<file path="src/logic/sbgt_pkg.sv">
/*
 * Shared constants of the sixteen bit gated timer: register offsets,
 * control field positions, reset values, prescale codes and bus answers.
 * Assumes a 32-bit AXI4-Lite register bus with byte addresses.
 */
package sbgt_pkg;

    // ------------------------------------------------------------------
    // Register map (byte offsets)
    // ------------------------------------------------------------------
    localparam int ADDR_W = 8;
    localparam logic [ADDR_W-1:0] REG_TIMER_CONTROL = 8'h00;
    localparam logic [ADDR_W-1:0] REG_PERIOD = 8'h04;
    localparam logic [ADDR_W-1:0] REG_COUNT = 8'h08;
    localparam logic [ADDR_W-1:0] REG_IRQ_STATUS = 8'h0C;
    localparam logic [ADDR_W-1:0] REG_IRQ_MASK = 8'h10;
    localparam logic [ADDR_W-1:0] REG_IRQ_PRIORITY = 8'h14;

    // ------------------------------------------------------------------
    // Control register fields
    // ------------------------------------------------------------------
    localparam int CTRL_RUN_BIT = 15;
    localparam int CTRL_IDLE_STOP_BIT = 13;
    localparam int CTRL_GATE_BIT = 6;
    localparam int CTRL_PS_LSB = 4;
    localparam int CTRL_SYNC_BIT = 2;
    localparam int CTRL_SRC_BIT = 1;
    localparam logic [15:0] CTRL_IMPL_MASK = 16'hA076;
    localparam logic [15:0] CTRL_RESET = 16'h0000;

    // ------------------------------------------------------------------
    // Other reset values and widths
    // ------------------------------------------------------------------
    localparam logic [15:0] PERIOD_RESET = 16'hFFFF;
    localparam logic [15:0] COUNT_RESET = 16'h0000;
    localparam int IRQ_W = 2;
    localparam int IRQ_MATCH_BIT = 0;
    localparam int IRQ_GATE_BIT = 1;
    localparam logic [IRQ_W-1:0] IRQ_RESET = 2'h0;
    localparam int PRIO_W = 3;
    localparam logic [PRIO_W-1:0] PRIO_RESET = 3'h0;

    // ------------------------------------------------------------------
    // Prescale codes and last count of each ratio
    // ------------------------------------------------------------------
    localparam logic [1:0] PS_DIV1 = 2'h0;
    localparam logic [1:0] PS_DIV8 = 2'h1;
    localparam logic [1:0] PS_DIV64 = 2'h2;
    localparam logic [1:0] PS_DIV256 = 2'h3;
    localparam logic [7:0] PS_LAST_DIV1 = 8'h00;
    localparam logic [7:0] PS_LAST_DIV8 = 8'h07;
    localparam logic [7:0] PS_LAST_DIV64 = 8'h3F;
    localparam logic [7:0] PS_LAST_DIV256 = 8'hFF;

    // ------------------------------------------------------------------
    // AXI answers
    // ------------------------------------------------------------------
    localparam logic [1:0] RESP_OKAY = 2'h0;
    localparam logic [1:0] RESP_SLVERR = 2'h2;

endpackage

</file>
<file path="src/logic/sbgt_link_if.sv">
/*
 * Internal carrier between the timer core, the pin conditioner and the
 * prescaler. All signals live in the aclk domain.
 */
`timescale 1ns/1ps
interface sbgt_link_if;
    logic ext_rise_sync;
    logic ext_rise_async;
    logic gate_level;
    logic gate_fall;
    logic count_in;
    logic ps_clear;
    logic [1:0] ps_sel;
    logic tick;

    modport cond (output ext_rise_sync, output ext_rise_async, output gate_level,
                  output gate_fall);
    modport pres (input count_in, input ps_clear, input ps_sel, output tick);
    modport core (input ext_rise_sync, input ext_rise_async, input gate_level,
                  input gate_fall, input tick, output count_in, output ps_clear,
                  output ps_sel);
endinterface

</file>
<file path="src/logic/sbgt_pin_cond.sv">
/*
 * Conditions the external count pin: a synchronised rising edge, an
 * unsynchronised rising edge, the gate level and the gate falling edge.
 * Assumes the pin is sampled by aclk; the sync path adds two cycles.
 */
`timescale 1ns/1ps
module sbgt_pin_cond (
    input wire logic aclk,               // System clock
    input wire logic aresetn,            // Synchronous reset, active low
    input wire logic external_count_pin, // Count clock or gate pin
    sbgt_link_if.cond lk                 // Conditioned pin events
);
    logic sync_a;
    logic sync_b;
    logic sync_c;
    logic raw_q;

    // ------------------------------------------------------------------
    // Sampling
    // ------------------------------------------------------------------
    always_ff @(posedge aclk) begin
        if (!aresetn) begin
            sync_a <= 1'b0;
            sync_b <= 1'b0;
            sync_c <= 1'b0;
            raw_q <= 1'b0;
        end else begin
            sync_a <= external_count_pin;
            sync_b <= sync_a;
            sync_c <= sync_b;
            raw_q <= external_count_pin;
        end
    end

    // two paths offered
    // Unsynchronised path reacts two cycles sooner but trusts the pin timing
    assign lk.ext_rise_async = external_count_pin & ~raw_q;
    assign lk.ext_rise_sync = sync_b & ~sync_c;
    // gate level and fall
    assign lk.gate_level = sync_b;
    assign lk.gate_fall = ~sync_b & sync_c;
endmodule

</file>
<file path="src/logic/sbgt_prescaler.sv">
/*
 * Divides count events by 1, 8, 64 or 256 and emits one tick per group.
 * Assumes the core clears it whenever counting is stopped or reloaded.
 */
`timescale 1ns/1ps
module sbgt_prescaler
    import sbgt_pkg::*;
#(
    parameter int PS_W = 8 // Width of the divider count
) (
    input wire logic aclk,    // System clock
    input wire logic aresetn, // Synchronous reset, active low
    sbgt_link_if.pres lk      // Count events in, ticks out
);
    logic [PS_W-1:0] div_cnt;
    logic [PS_W-1:0] div_last;

    // ratio from select
    always_comb begin
        unique case (lk.ps_sel)
            PS_DIV1: div_last = PS_W'(PS_LAST_DIV1);
            PS_DIV8: div_last = PS_W'(PS_LAST_DIV8);
            PS_DIV64: div_last = PS_W'(PS_LAST_DIV64);
            PS_DIV256: div_last = PS_W'(PS_LAST_DIV256);
        endcase
    end

    assign lk.tick = lk.count_in & ~lk.ps_clear & (div_cnt == div_last);

    always_ff @(posedge aclk) begin
        if (!aresetn || lk.ps_clear) begin
            div_cnt <= '0;
        end else if (lk.count_in) begin
            div_cnt <= (div_cnt == div_last) ? '0 : div_cnt + PS_W'(1);
        end
    end
endmodule

</file>
<file path="src/logic/sbgt_timer.sv">
/*
 * Sixteen bit gated timer: AXI4-Lite register slave, counter with period
 * match, gated accumulation, idle stop and a masked interrupt output.
 * Assumes a single clock aclk; the count pin is sampled on aclk.
 */
// Functional notes
// The counter is 16 bits and runs as timer, synchronous or unsynchronised edge counter.
// An interrupt is raised on period match and, in gated mode, on the gate falling edge.
// Control bit 15 starts the counter when one and stops it when zero.
// Control bit 13 halts the module in idle mode when set; when clear counting goes on.
// Control bit 6 counts internal clocks only while the gate is high; ignored on pin clock.
// Control bits 5-4 divide the count clock by 256, 64, 8 or 1 for codes 11, 10, 01, 00.
// Control bit 2 picks synchronised or raw pin edges and is ignored on the internal clock.
// Control bit 1 picks rising count pin edges when set and the internal clock when clear.
// Control bits 14, 12 to 7, 3 and 0 ignore writes and read as zero.
// All implemented control bits clear at reset: stopped, undivided, ungated, internal clock.
// Software sets the modes and loads the 16-bit period register.
// Software sets the interrupt enable and a three-bit priority for the timer.
// The timer serves as a free-running interval timer or counter and as a real-time clock.
// A prescaled tick adds one, or zeroes the count and flags when it equals the period.
// In gated mode internal ticks count only while the gate is high and the gate fall flags.
`timescale 1ns/1ps
module sbgt_timer
    import sbgt_pkg::*;
#(
    parameter int PS_W = 8 // Prescaler divider width
) (
    input wire logic aclk,                     // System clock, 10 MHz
    input wire logic aresetn,                  // Synchronous reset, active low
    input wire logic [ADDR_W-1:0] awaddr,      // Write address
    input wire logic awvalid,                  // Write address valid
    output logic awready,                      // Write address ready
    input wire logic [31:0] wdata,             // Write data
    input wire logic [3:0] wstrb,              // Write byte strobes
    input wire logic wvalid,                   // Write data valid
    output logic wready,                       // Write data ready
    output logic [1:0] bresp,                  // Write response
    output logic bvalid,                       // Write response valid
    input wire logic bready,                   // Write response ready
    input wire logic [ADDR_W-1:0] araddr,      // Read address
    input wire logic arvalid,                  // Read address valid
    output logic arready,                      // Read address ready
    output logic [31:0] rdata,                 // Read data
    output logic [1:0] rresp,                  // Read response
    output logic rvalid,                       // Read data valid
    input wire logic rready,                   // Read data ready
    input wire logic external_count_pin,       // Count clock or gate input
    input wire logic idle_mode,                // Device is in idle mode
    output logic irq,                          // Interrupt request, level
    output logic [PRIO_W-1:0] timer_irq_priority // Interrupt priority
);

    // ------------------------------------------------------------------
    // Declarations
    // ------------------------------------------------------------------
    sbgt_link_if lk ();

    logic [15:0] timer_control;
    logic [15:0] period_register;
    logic [15:0] count;
    logic [IRQ_W-1:0] irq_status;
    logic [IRQ_W-1:0] timer_irq_enable;
    logic [ADDR_W-1:0] aw_addr_q;
    logic [31:0] w_data_q;
    logic [3:0] w_strb_q;
    logic aw_held;
    logic w_held;
    logic aw_take;
    logic w_take;
    logic ar_take;
    logic do_write;
    logic next_aw_held;
    logic next_w_held;
    logic next_bvalid;
    logic next_rvalid;
    logic [ADDR_W-1:0] wr_addr;
    logic [31:0] wr_data;
    logic [3:0] wr_strb;
    logic wr_hit;
    logic rd_hit;
    logic [31:0] rd_val;
    logic ctrl_wr;
    logic period_wr;
    logic count_wr;
    logic status_wr;
    logic mask_wr;
    logic prio_wr;
    logic timer_run;
    logic idle_stop_select;
    logic gate_accum_enable;
    logic ext_clock_sync_select;
    logic clock_source_select;
    logic running;
    logic gated;
    logic period_match;
    logic gate_event;
    logic [IRQ_W-1:0] irq_set;
    logic [IRQ_W-1:0] irq_clr;
    logic [IRQ_W-1:0] next_irq_status;

    function automatic logic [15:0] merge16(input logic [15:0] old_val,
                                            input logic [31:0] data,
                                            input logic [3:0] strb);
        merge16 = {strb[1] ? data[15:8] : old_val[15:8],
                   strb[0] ? data[7:0] : old_val[7:0]};
    endfunction

    // ------------------------------------------------------------------
    // Sub-blocks
    // ------------------------------------------------------------------
    sbgt_pin_cond u_pin_cond (
        .aclk(aclk),
        .aresetn(aresetn),
        .external_count_pin(external_count_pin),
        .lk(lk.cond)
    );

    sbgt_prescaler #(
        .PS_W(PS_W)
    ) u_prescaler (
        .aclk(aclk),
        .aresetn(aresetn),
        .lk(lk.pres)
    );

    // ------------------------------------------------------------------
    // AXI4-Lite write channel
    // ------------------------------------------------------------------
    // Address and data may arrive in either order; each is held until both
    // are present, and only one write is in flight at a time.
    assign aw_take = awvalid & awready;
    assign w_take = wvalid & wready;
    assign do_write = (aw_held | aw_take) & (w_held | w_take) & ~bvalid;
    assign next_aw_held = (aw_held | aw_take) & ~do_write;
    assign next_w_held = (w_held | w_take) & ~do_write;
    assign next_bvalid = do_write | (bvalid & ~bready);
    assign wr_addr = aw_take ? awaddr : aw_addr_q;
    assign wr_data = w_take ? wdata : w_data_q;
    assign wr_strb = w_take ? wstrb : w_strb_q;

    always_ff @(posedge aclk) begin
        if (!aresetn) begin
            aw_held <= 1'b0;
            w_held <= 1'b0;
            aw_addr_q <= '0;
            w_data_q <= '0;
            w_strb_q <= '0;
            awready <= 1'b0;
            wready <= 1'b0;
            bvalid <= 1'b0;
            bresp <= RESP_OKAY;
        end else begin
            aw_held <= next_aw_held;
            w_held <= next_w_held;
            if (aw_take) begin
                aw_addr_q <= awaddr;
            end
            if (w_take) begin
                w_data_q <= wdata;
                w_strb_q <= wstrb;
            end
            awready <= ~next_aw_held & ~next_bvalid;
            wready <= ~next_w_held & ~next_bvalid;
            bvalid <= next_bvalid;
            if (do_write) begin
                bresp <= wr_hit ? RESP_OKAY : RESP_SLVERR;
            end
        end
    end

    always_comb begin
        wr_hit = 1'b1;
        case (wr_addr)
            REG_TIMER_CONTROL, REG_PERIOD, REG_COUNT,
            REG_IRQ_STATUS, REG_IRQ_MASK, REG_IRQ_PRIORITY: wr_hit = 1'b1;
            default: wr_hit = 1'b0;
        endcase
    end

    assign ctrl_wr = do_write & (wr_addr == REG_TIMER_CONTROL);
    assign period_wr = do_write & (wr_addr == REG_PERIOD);
    assign count_wr = do_write & (wr_addr == REG_COUNT);
    assign status_wr = do_write & (wr_addr == REG_IRQ_STATUS);
    assign mask_wr = do_write & (wr_addr == REG_IRQ_MASK);
    assign prio_wr = do_write & (wr_addr == REG_IRQ_PRIORITY);

    // ------------------------------------------------------------------
    // AXI4-Lite read channel
    // ------------------------------------------------------------------
    assign ar_take = arvalid & arready;
    assign next_rvalid = ar_take | (rvalid & ~rready);

    always_comb begin
        rd_hit = 1'b1;
        rd_val = 32'h00000000;
        case (araddr)
            // unused bits read zero
            REG_TIMER_CONTROL: rd_val = {16'h0000, timer_control & CTRL_IMPL_MASK};
            REG_PERIOD: rd_val = {16'h0000, period_register};
            REG_COUNT: rd_val = {16'h0000, count};
            REG_IRQ_STATUS: rd_val = 32'(irq_status);
            REG_IRQ_MASK: rd_val = 32'(timer_irq_enable);
            REG_IRQ_PRIORITY: rd_val = 32'(timer_irq_priority);
            default: rd_hit = 1'b0;
        endcase
    end

    always_ff @(posedge aclk) begin
        if (!aresetn) begin
            arready <= 1'b0;
            rvalid <= 1'b0;
            rdata <= 32'h00000000;
            rresp <= RESP_OKAY;
        end else begin
            arready <= ~next_rvalid;
            rvalid <= next_rvalid;
            if (ar_take) begin
                rdata <= rd_val;
                rresp <= rd_hit ? RESP_OKAY : RESP_SLVERR;
            end
        end
    end

    // ------------------------------------------------------------------
    // Configuration registers
    // ------------------------------------------------------------------
    always_ff @(posedge aclk) begin
        if (!aresetn) begin
            // all control bits clear
            timer_control <= CTRL_RESET;
        end else if (ctrl_wr) begin
            // unused bits dropped
            timer_control <= merge16(timer_control, wr_data, wr_strb) & CTRL_IMPL_MASK;
        end
    end

    always_ff @(posedge aclk) begin
        if (!aresetn) begin
            period_register <= PERIOD_RESET;
        end else if (period_wr) begin
            // software loads period
            period_register <= merge16(period_register, wr_data, wr_strb);
        end
    end

    always_ff @(posedge aclk) begin
        if (!aresetn) begin
            timer_irq_enable <= IRQ_RESET;
            timer_irq_priority <= PRIO_RESET;
        end else begin
            // enable and priority
            if (mask_wr && wr_strb[0]) begin
                timer_irq_enable <= wr_data[IRQ_W-1:0];
            end
            if (prio_wr && wr_strb[0]) begin
                timer_irq_priority <= wr_data[PRIO_W-1:0];
            end
        end
    end

    assign timer_run = timer_control[CTRL_RUN_BIT];
    assign idle_stop_select = timer_control[CTRL_IDLE_STOP_BIT];
    assign gate_accum_enable = timer_control[CTRL_GATE_BIT];
    assign ext_clock_sync_select = timer_control[CTRL_SYNC_BIT];
    assign clock_source_select = timer_control[CTRL_SRC_BIT];

    // ------------------------------------------------------------------
    // Count source selection
    // ------------------------------------------------------------------
    // run bit starts and stops
    // idle stop halts module
    assign running = timer_run & ~(idle_stop_select & idle_mode);
    // gate only with internal clock
    assign gated = gate_accum_enable & ~clock_source_select;

    // external edge or internal clock
    // sync choice on external source
    // internal ticks while gate high
    assign lk.count_in = running & (clock_source_select ?
        (ext_clock_sync_select ? lk.ext_rise_sync : lk.ext_rise_async) :
        (~gated | lk.gate_level));
    // prescaler code routed
    assign lk.ps_sel = timer_control[CTRL_PS_LSB +: 2];
    // Restarting the divider on reload keeps the first period exact
    assign lk.ps_clear = ~running | ctrl_wr | count_wr;

    // ------------------------------------------------------------------
    // Counter
    // ------------------------------------------------------------------
    // match on tick
    assign period_match = lk.tick & (count == period_register);

    always_ff @(posedge aclk) begin
        if (!aresetn) begin
            count <= COUNT_RESET;
        end else if (count_wr) begin
            count <= merge16(count, wr_data, wr_strb);
        end else if (lk.tick) begin
            // 16-bit count
            // free-running wrap
            // advance or wrap
            count <= period_match ? COUNT_RESET : count + 16'h0001;
        end
    end

    // ------------------------------------------------------------------
    // Interrupt status
    // ------------------------------------------------------------------
    // gate fall event
    assign gate_event = running & gated & lk.gate_fall;
    // match and gate events
    assign irq_set = {gate_event, period_match};
    assign irq_clr = (status_wr && wr_strb[0]) ? wr_data[IRQ_W-1:0] : IRQ_RESET;
    // A new event in the clearing cycle survives the clear
    assign next_irq_status = (irq_status & ~irq_clr) | irq_set;

    always_ff @(posedge aclk) begin
        if (!aresetn) begin
            irq_status <= IRQ_RESET;
        end else begin
            irq_status <= next_irq_status;
        end
    end

    always_ff @(posedge aclk) begin
        if (!aresetn) begin
            irq <= 1'b0;
        end else begin
            // masked request out
            irq <= |(irq_status & timer_irq_enable);
        end
    end

endmodule
</file>
<file path="config.mk">
export PLATFORM = sky130hd
export DESIGN_NAME = sbgt_timer
export DESIGN_NICKNAME = d
export VERILOG_FILES = /design/src/logic/sbgt_pkg.sv /design/src/logic/sbgt_link_if.sv /design/src/logic/sbgt_pin_cond.sv /design/src/logic/sbgt_prescaler.sv /design/src/logic/sbgt_timer.sv
export SDC_FILE = /design/constraint.sdc
export NUM_CORES = 1
export LEC_CHECK = 0
export BUFFER_PORTS_ARGS = -buffer_cell sky130_fd_sc_hd__buf_2
export CAP_MARGIN = 10
export CORE_UTILIZATION = 48
export DETAILED_ROUTE_END_ITERATION = 6
export HOLD_SLACK_MARGIN = 0.12
export PLACE_DENSITY = 0.71
export SETUP_SLACK_MARGIN = 0.5
export SYNTH_ARGS = -nofsm -noshare
export SYNTH_HDL_FRONTEND = slang
export SYNTH_SLANG_ARGS = --single-unit
</file>
<file path="constraint.sdc">
create_clock -name aclk -period 2.7 [get_ports aclk]
set_input_delay 0.54 -clock aclk [delete_from_list [all_inputs] [get_ports aclk]]
set_output_delay 0.54 -clock aclk [all_outputs]
set_load 0.02 [all_outputs]
</file>
# Word level (Yosys, flattened, before mapping)
# Cells that the tools add are included.
# W data, S select, Z words.
totals:
  ff_bits: 127
  elab_cells: 138
op_classes:
  add_sub_neg: 2
  n_eq_ne: 17
  n_mux: 18
  n_bitwise: 56
  reduce_logical: 18
op_table:
  columns: ["operator", "count"]
  rows:
  - ["$pmux W16 S6", 1]
  - ["$mux W16", 4]
  - ["$eq A8 B4 Y1 const B", 4]
  - ["$eq A8 B5 Y1 const B", 4]
  - ["$mux W8", 4]
  - ["$pmux W8 S4", 1]
  - ["$and A1 B1 Y1", 29]
  - ["$add A16 B1 Y16 const B", 1]
  - ["$eq A16 B16 Y1", 1]
  - ["$eq A8 B3 Y1 const B", 2]
  - ["$logic_not A8 Y1", 2]
  - ["$not A1 Y1", 16]
  - ["$reduce_and A2 Y1", 6]
  - ["$reduce_or A6 Y1", 2]
  - ["$add A8 B1 Y8 const B", 1]
  - ["$eq A8 B8 Y1", 1]
  - ["$mux W2", 4]
  - ["$or A1 B1 Y1", 7]
  - ["$and A2 B2 Y2", 2]
  - ["$eq A2 B2 Y1 const B", 2]
  - ["$mux W1", 4]
  - ["$ne A2 B2 Y1 const B", 2]
  - ["$logic_and A1 B1 Y1", 3]
  - ["$eq A2 B1 Y1 const B", 1]
  - ["7 further kinds", 7]

# Depth between registers and ports, before layout
logic_depth:
  ltp_word: 14
  mapped_depth: 9
  mapped_depth_nobuf: 7

# By module
# From an unflattened synthesis, not the netlist that was laid out.
unflattened:
  cells_unflattened: 635
  hier_area_um2: 5452.7
modules_own_cells:
  columns: ["mod", "n_inst", "cells_each", "area_per_inst_um2", "seq_area_each_um2"]
  rows:
  - ["sbgt_timer", 1, 576, 4928.5, 1961.9]
  - ["sbgt_prescaler", 1, 50, 426.7, 160.2]
  - ["sbgt_pin_cond", 1, 9, 97.6, 60.1]

# Worst setup path after synthesis
# No wires, ideal clock.
synth_path:
  path_type: "input port to flip-flop"
  startpoint: "input port awaddr[6]"
  endpoint: "register count[15]"
  setup_ps: 135
  arrival_ps: 2166
  required_ps: 2565
  setup_slack_ps: 399
  cell_stages: 7
  path_cell_list: "or3_1 nor4_4 o211ai_2 or3_1 clkbuf_1 a32oi_1 o22ai_1"
synth_between:
  elab_chain_len: 12
synth_lines:
  columns: ["item", "line_no", "text"]
  rows:
  - ["from (decl)", "sbgt_timer.sv:30", "input wire logic [ADDR_W-1:0] awaddr,"]
  - ["$mux W8 (*)", null, null]
  - ["$logic_not A8 Y1", "sbgt_timer.sv:180", "assign ctrl_wr = do_write & (wr_addr == REG_TIMER_CONTROL);"]
  - ["$and A1 B1 Y1", "sbgt_timer.sv:180", null]
  - ["$or A1 B1 Y1 (2 in a row)", "sbgt_timer.sv:285", "assign lk.ps_clear = ~running | ctrl_wr | count_wr;"]
  - ["$not A1 Y1", "sbgt_prescaler.sv:28", "assign lk.tick = lk.count_in & ~lk.ps_clear & (div_cnt == div_last);"]
  - ["$and A1 B1 Y1 (2 in a row)", "sbgt_prescaler.sv:28", null]
  - ["$and A1 B1 Y1", "sbgt_timer.sv:291", "assign period_match = lk.tick & (count == period_register);"]
  - ["$mux W16", "sbgt_timer.sv:302", "count <= period_match ? COUNT_RESET : count + 16'h0001;"]
  - ["$mux W16", "sbgt_timer.sv:298", "end else if (lk.tick) begin"]
  - ["$mux W16", "sbgt_timer.sv:296", "end else if (count_wr) begin"]
  - ["to (signal assigned)", "sbgt_timer.sv:297", "count <= merge16(count, wr_data, wr_strb);"]
  - ["to (signal assigned)", "sbgt_timer.sv:302", null]
  - ["to (decl)", "sbgt_timer.sv:60", "logic [15:0] count;"]
# Mark *: on every way between the ends. The rest lies on a longest branch, timed or not. The select of a mux whose other input is x is not followed.
# A chain may end at the register's enable or synchronous reset.

# Worst setup path after layout
layout_path:
  startpoint: "register timer_control[5]"
  endpoint: "register count[0]"
layout_between:
  elab_chain_len: 8
layout_lines:
  columns: ["item", "line_no", "text"]
  rows:
  - ["from (decl)", "sbgt_timer.sv:58", "logic [15:0] timer_control;"]
  - ["from (signal assigned)", "sbgt_timer.sv:233", "timer_control <= merge16(timer_control, wr_data, wr_strb) & CTRL_IMPL_MASK;"]
  - ["$eq A2 B2 Y1 (tied with other cells)", "sbgt_prescaler.sv:20", "unique case (lk.ps_sel)"]
  - ["$pmux W8 S4 (*)", "sbgt_prescaler.sv:20", null]
  - ["$eq A8 B8 Y1 (*)", "sbgt_prescaler.sv:28", null]
  - ["$and A1 B1 Y1 (*)", "sbgt_prescaler.sv:28", null]
  - ["$and A1 B1 Y1", "sbgt_timer.sv:291", null]
  - ["$mux W16", "sbgt_timer.sv:302", null]
  - ["$mux W16", "sbgt_timer.sv:298", null]
  - ["$mux W16", "sbgt_timer.sv:296", null]
# Marks and branches as above.

==> results.tsv <==
stage	metric	value	unit
global_routing	grt ovf	0	
cts	CTS sink count	109	
detailed_routing	Routed Antenna Nets	0	
power	Tot Pwr	3.418	mW
synth	Syn Inst Count	641	
setup_path	Setup crit end kind	flip-flop	
setup_path	CP peak stage delay	0.55	ns
power	power share of the combinational group	12.4	%
cts	Num CTS Buffers	9	
cts	number of hold buffers added after cts	0	
setup_path	worst setup path start	timer_control[5]	
timing	RSZ-0062 raised after global routing	yes	
cells_and_area	Layout Nets	790	
power	peak supply drop	614.5	uV
placement	placed wire-length estimate	11000	um
setup_path	CP arrival	2.55	ns
cells_and_area	Fillers	1000	
synth	Seq/Total Area, Yosys	38.53	%
power	PwrDens	490.2	mW/mm^2
setup_path	Data required, critical path	2.94	ns
global_routing	largest net degree at the start of global routing	89	
floorplan	Die Width	110.6	um
power	clock share of power	39.1	%
floorplan	die area	0.01224	sq mm
cts	Clock transition at path regs	0.07	ns
cells_and_area	most common library cell in the layout ignoring fill and taps	dfxtp_1	
detailed_routing	DRC Markers	0	
synth	top cells by area, synth	dfxtp_1 (39%), mux2i_1 (6.0%), nand2_1 (5.0%)	
placement	# port buffers	69	
hold_path	Hold Startpoint	external_count_pin	
global_routing	first-pass GRT wire length	25340	um
detailed_routing	First DRT Iteration DRCs	465	
setup_path	WS Path Type	flip-flop to flip-flop	
placement	Placed Instances	843	
detailed_routing	DR WL/cell	18.26	um
setup_path	r2r setup slk	0.40	ns
timing	Final WS setup	0.3964	ns
synth	Yosys top cell by area	dfxtp_1	
global_routing	GRT met2 Usage	42.48	%
synth	Seq cells post-synth	109	
timing	fin crit share	85.32	%
floorplan	core region area	0.01147	sq mm
timing	Setup Skew	0.005559	ns
global_routing	All-Layer GR Usage	25.83	%
status	outcome	completed	
global_routing	GRT met3 Usage	4.555	%
synth	number of synthesized flops with an enable pin	0	
power	switching portion of total power	24.64	%
synth	Synth Area per Inst	8.835	sq um
hold_path	Worst Hold Class	input pin to flip-flop	
cells_and_area	ant diodes	0	
cts	CTS tree	yes	
synth	predominant post-synthesis flop cell	dfxtp_1	
cells_and_area	share of layout cells above drive strength 1	26.68	%
cells_and_area	commonest cells after routing, fill and taps aside	dfxtp_1 (104), nand2_1 (73), buf_2 (69), nor2b_1 (35)	
detailed_routing	final wirelength	15960	um
detailed_routing	drt first pass iters	5	
cts	worst skew pair latency	0.36	ns
setup_path	critical path, cell by cell	or4_4 -> nor3_4 -> o2111a_2 -> o2111ai_4 -> buf_6 -> nor3b_1 -> o311a_1	
placement	Placement Setup Slack	0.09698	ns
setup_path	Top Family by Delay on Critical Path	simple AND/OR/NAND/NOR gates	
setup_path	CP max FO	7	
timing	final setup violating endpoints	0	
timing	minimum clock period	2.304	ns
synth	Cell Area, Synth	0.005663	sq mm
synth	Yosys cell types	64	
power	Reg power frac	48.5	%
setup_path	Crit-path slowest cell	or4_4	
floorplan	die height	110.6	um
power	Int Pwr	2.575	mW
power	Leakage Power	2.812	nW
global_routing	met1 Track Usage GR	32.86	%
power	sw power	0.8422	mW
synth	Yosys warnings	0	
detailed_routing	Via density	5.969	
cts	CTS max path bufs	2	
global_routing	initial antenna violation count	0	
timing	Highest Clock Rate	0.4341	GHz
cts	CTS root buffer	clkbuf_16	
floorplan	Core Rows	39	
detailed_routing	routed vias	5217	
cells_and_area	Non-Filler Instances	874	
synth	FFs w/ async S/R, synth	0	%
timing	Max-slew headroom	64.35	%
global_routing	GR peak layer	met2	
setup_path	CP bufs+invs	1	
global_routing	vias in the first global route	5052	
floorplan	Initial Util	49.38	%
timing	worst slew pin tran	0.5199	ns
timing	setup TNS	0	ns
synth	fraction of post-synthesis cell area in the top cell type by area	38.53	%
floorplan	io pins	106	
run	count of max-cap constraint violations	0	
timing	final hold viol count	0	
setup_path	reg-to-reg critical path startpoint	timer_control[5]	
timing	fin. max-slew vios	0	
setup_path	startpoint types	flip-flop	
cts	CTS H-tree depth	3	
cells_and_area	synth-to-layout area growth	23.11	%
placement	global placer's final weighted congestion	0.9267	
cells_and_area	Final Util	60.80	%
layout make-up:
type | count | area, sq um | share of cell area (%)
multi-input cells | 482 | 3515 | 50.41
flip-flops and latches | 109 | 2193 | 31.46
repair buffers | 115 | 753.2 | 10.80
clock buffers | 14 | 264.0 | 3.787
well taps | 143 | 178.9 | 2.566
inverters | 10 | 37.54 | 0.5384
clock inverters | 1 | 30.03 | 0.4307
path summary, 6_finish.rpt:
check                                    endpoint  cells after the start
worst max-delay path                     count[0]                      7
worst min-delay path            u_pin_cond.sync_a                      2
worst max register to register           count[0]                      7
worst min register to register             wready                      1
metrics by stage:
step	cell area [sq um]	hold slack, ns
floorplan	5734	0.3984
global placement	6198	0.4044
detailed placement	6198	0.4115
CTS	6656	0.3862
global route	6972	0.3961
finish	6972	0.3932
state kept, by name, indices dropped and copies added, names as in the netlist, 3 cells and up:
name and flops:
rdata 16, timer_control 7, timer_irq_priority 3, w_data_q 16, aw_addr_q 8, count 16
u_prescaler.div_cnt 8, period_register 16
cells in the mapped netlist, drive strengths merged (3+ instances only):
| cell | instances |
|---|---|
| dfxtp | 109 |
| nand2 | 75 |
| nor2b | 35 |
| mux2i | 34 |
| clkbuf | 31 |
| buf | 26 |
| nor2 | 26 |
| a22oi | 22 |
| nor3 | 21 |
| and2 | 19 |
| xnor2 | 19 |
| nand3 | 17 |
| a21boi | 15 |
| nand4 | 14 |
| o21ai | 13 |
| o211ai | 12 |
| o22ai | 12 |
| a21oi | 11 |
| and3 | 11 |
| mux2 | 11 |
| inv | 10 |
| a211oi | 9 |
| a32oi | 9 |
| a22o | 8 |
| o211a | 8 |
| or3 | 8 |
| nor3b | 6 |
| nand2b | 5 |
| or2 | 5 |
| nor4 | 4 |
| o21a | 4 |
| a31oi | 3 |
| a41oi | 3 |
| o2111ai | 3 |
| or4 | 3 |
| xor2 | 3 |
kinds of logic (layout without fill, tap and decap cells):
kind of cell	count (synthesis)	count (layout)	synth area share, %
flip-flops	109	109	38.53
AND/OR/NAND/NOR	250	250	23.49
adder cells (fa/ha/maj)	2	2	0.4418
other	1	18	0.06622
AO/OA/AOI/OAI	144	144	19.60
XOR/XNOR	22	22	3.403
buffers and inverters	67	140	5.877
multiplexers	46	46	8.595
routing by layer:
metal,vias to the layer above,wire (um)
met5,-,0
met4,0,468
met3,42,903
met2,215,7557
met1,2500,7030
li1,2460,-
worst reg2reg max path: stages, from the launching register on:
cell and delay [ns]:
dfxtp_4 0.36, or4_4 0.55, nor3_4 0.19, o2111a_2 0.30, o2111ai_4 0.17, buf_6 0.19, nor3b_1 0.14, o311a_1 0.29
power groups by stage:
stage               clock, mW  combinational, mW  sequential [mW]
finish                   1.34              0.423             1.66
global route             1.42              0.453             1.66
CTS                      1.36              0.386             1.66
detailed placement          0              0.376             1.70
global placement            0              0.368             1.69
floorplan                   0              0.255             1.70
repair_timing:
| item | CTS | global route |
|---|---|---|
| resized for setup | 22 | 45 |
| pin swaps | 8 | 13 |
| setup endpoints to repair | 34 | 37 |
| gates cloned | 0 | 1 |
| buffers inserted | 9 | 6 |
Note: power is estimated with default switching activity, not from simulation.
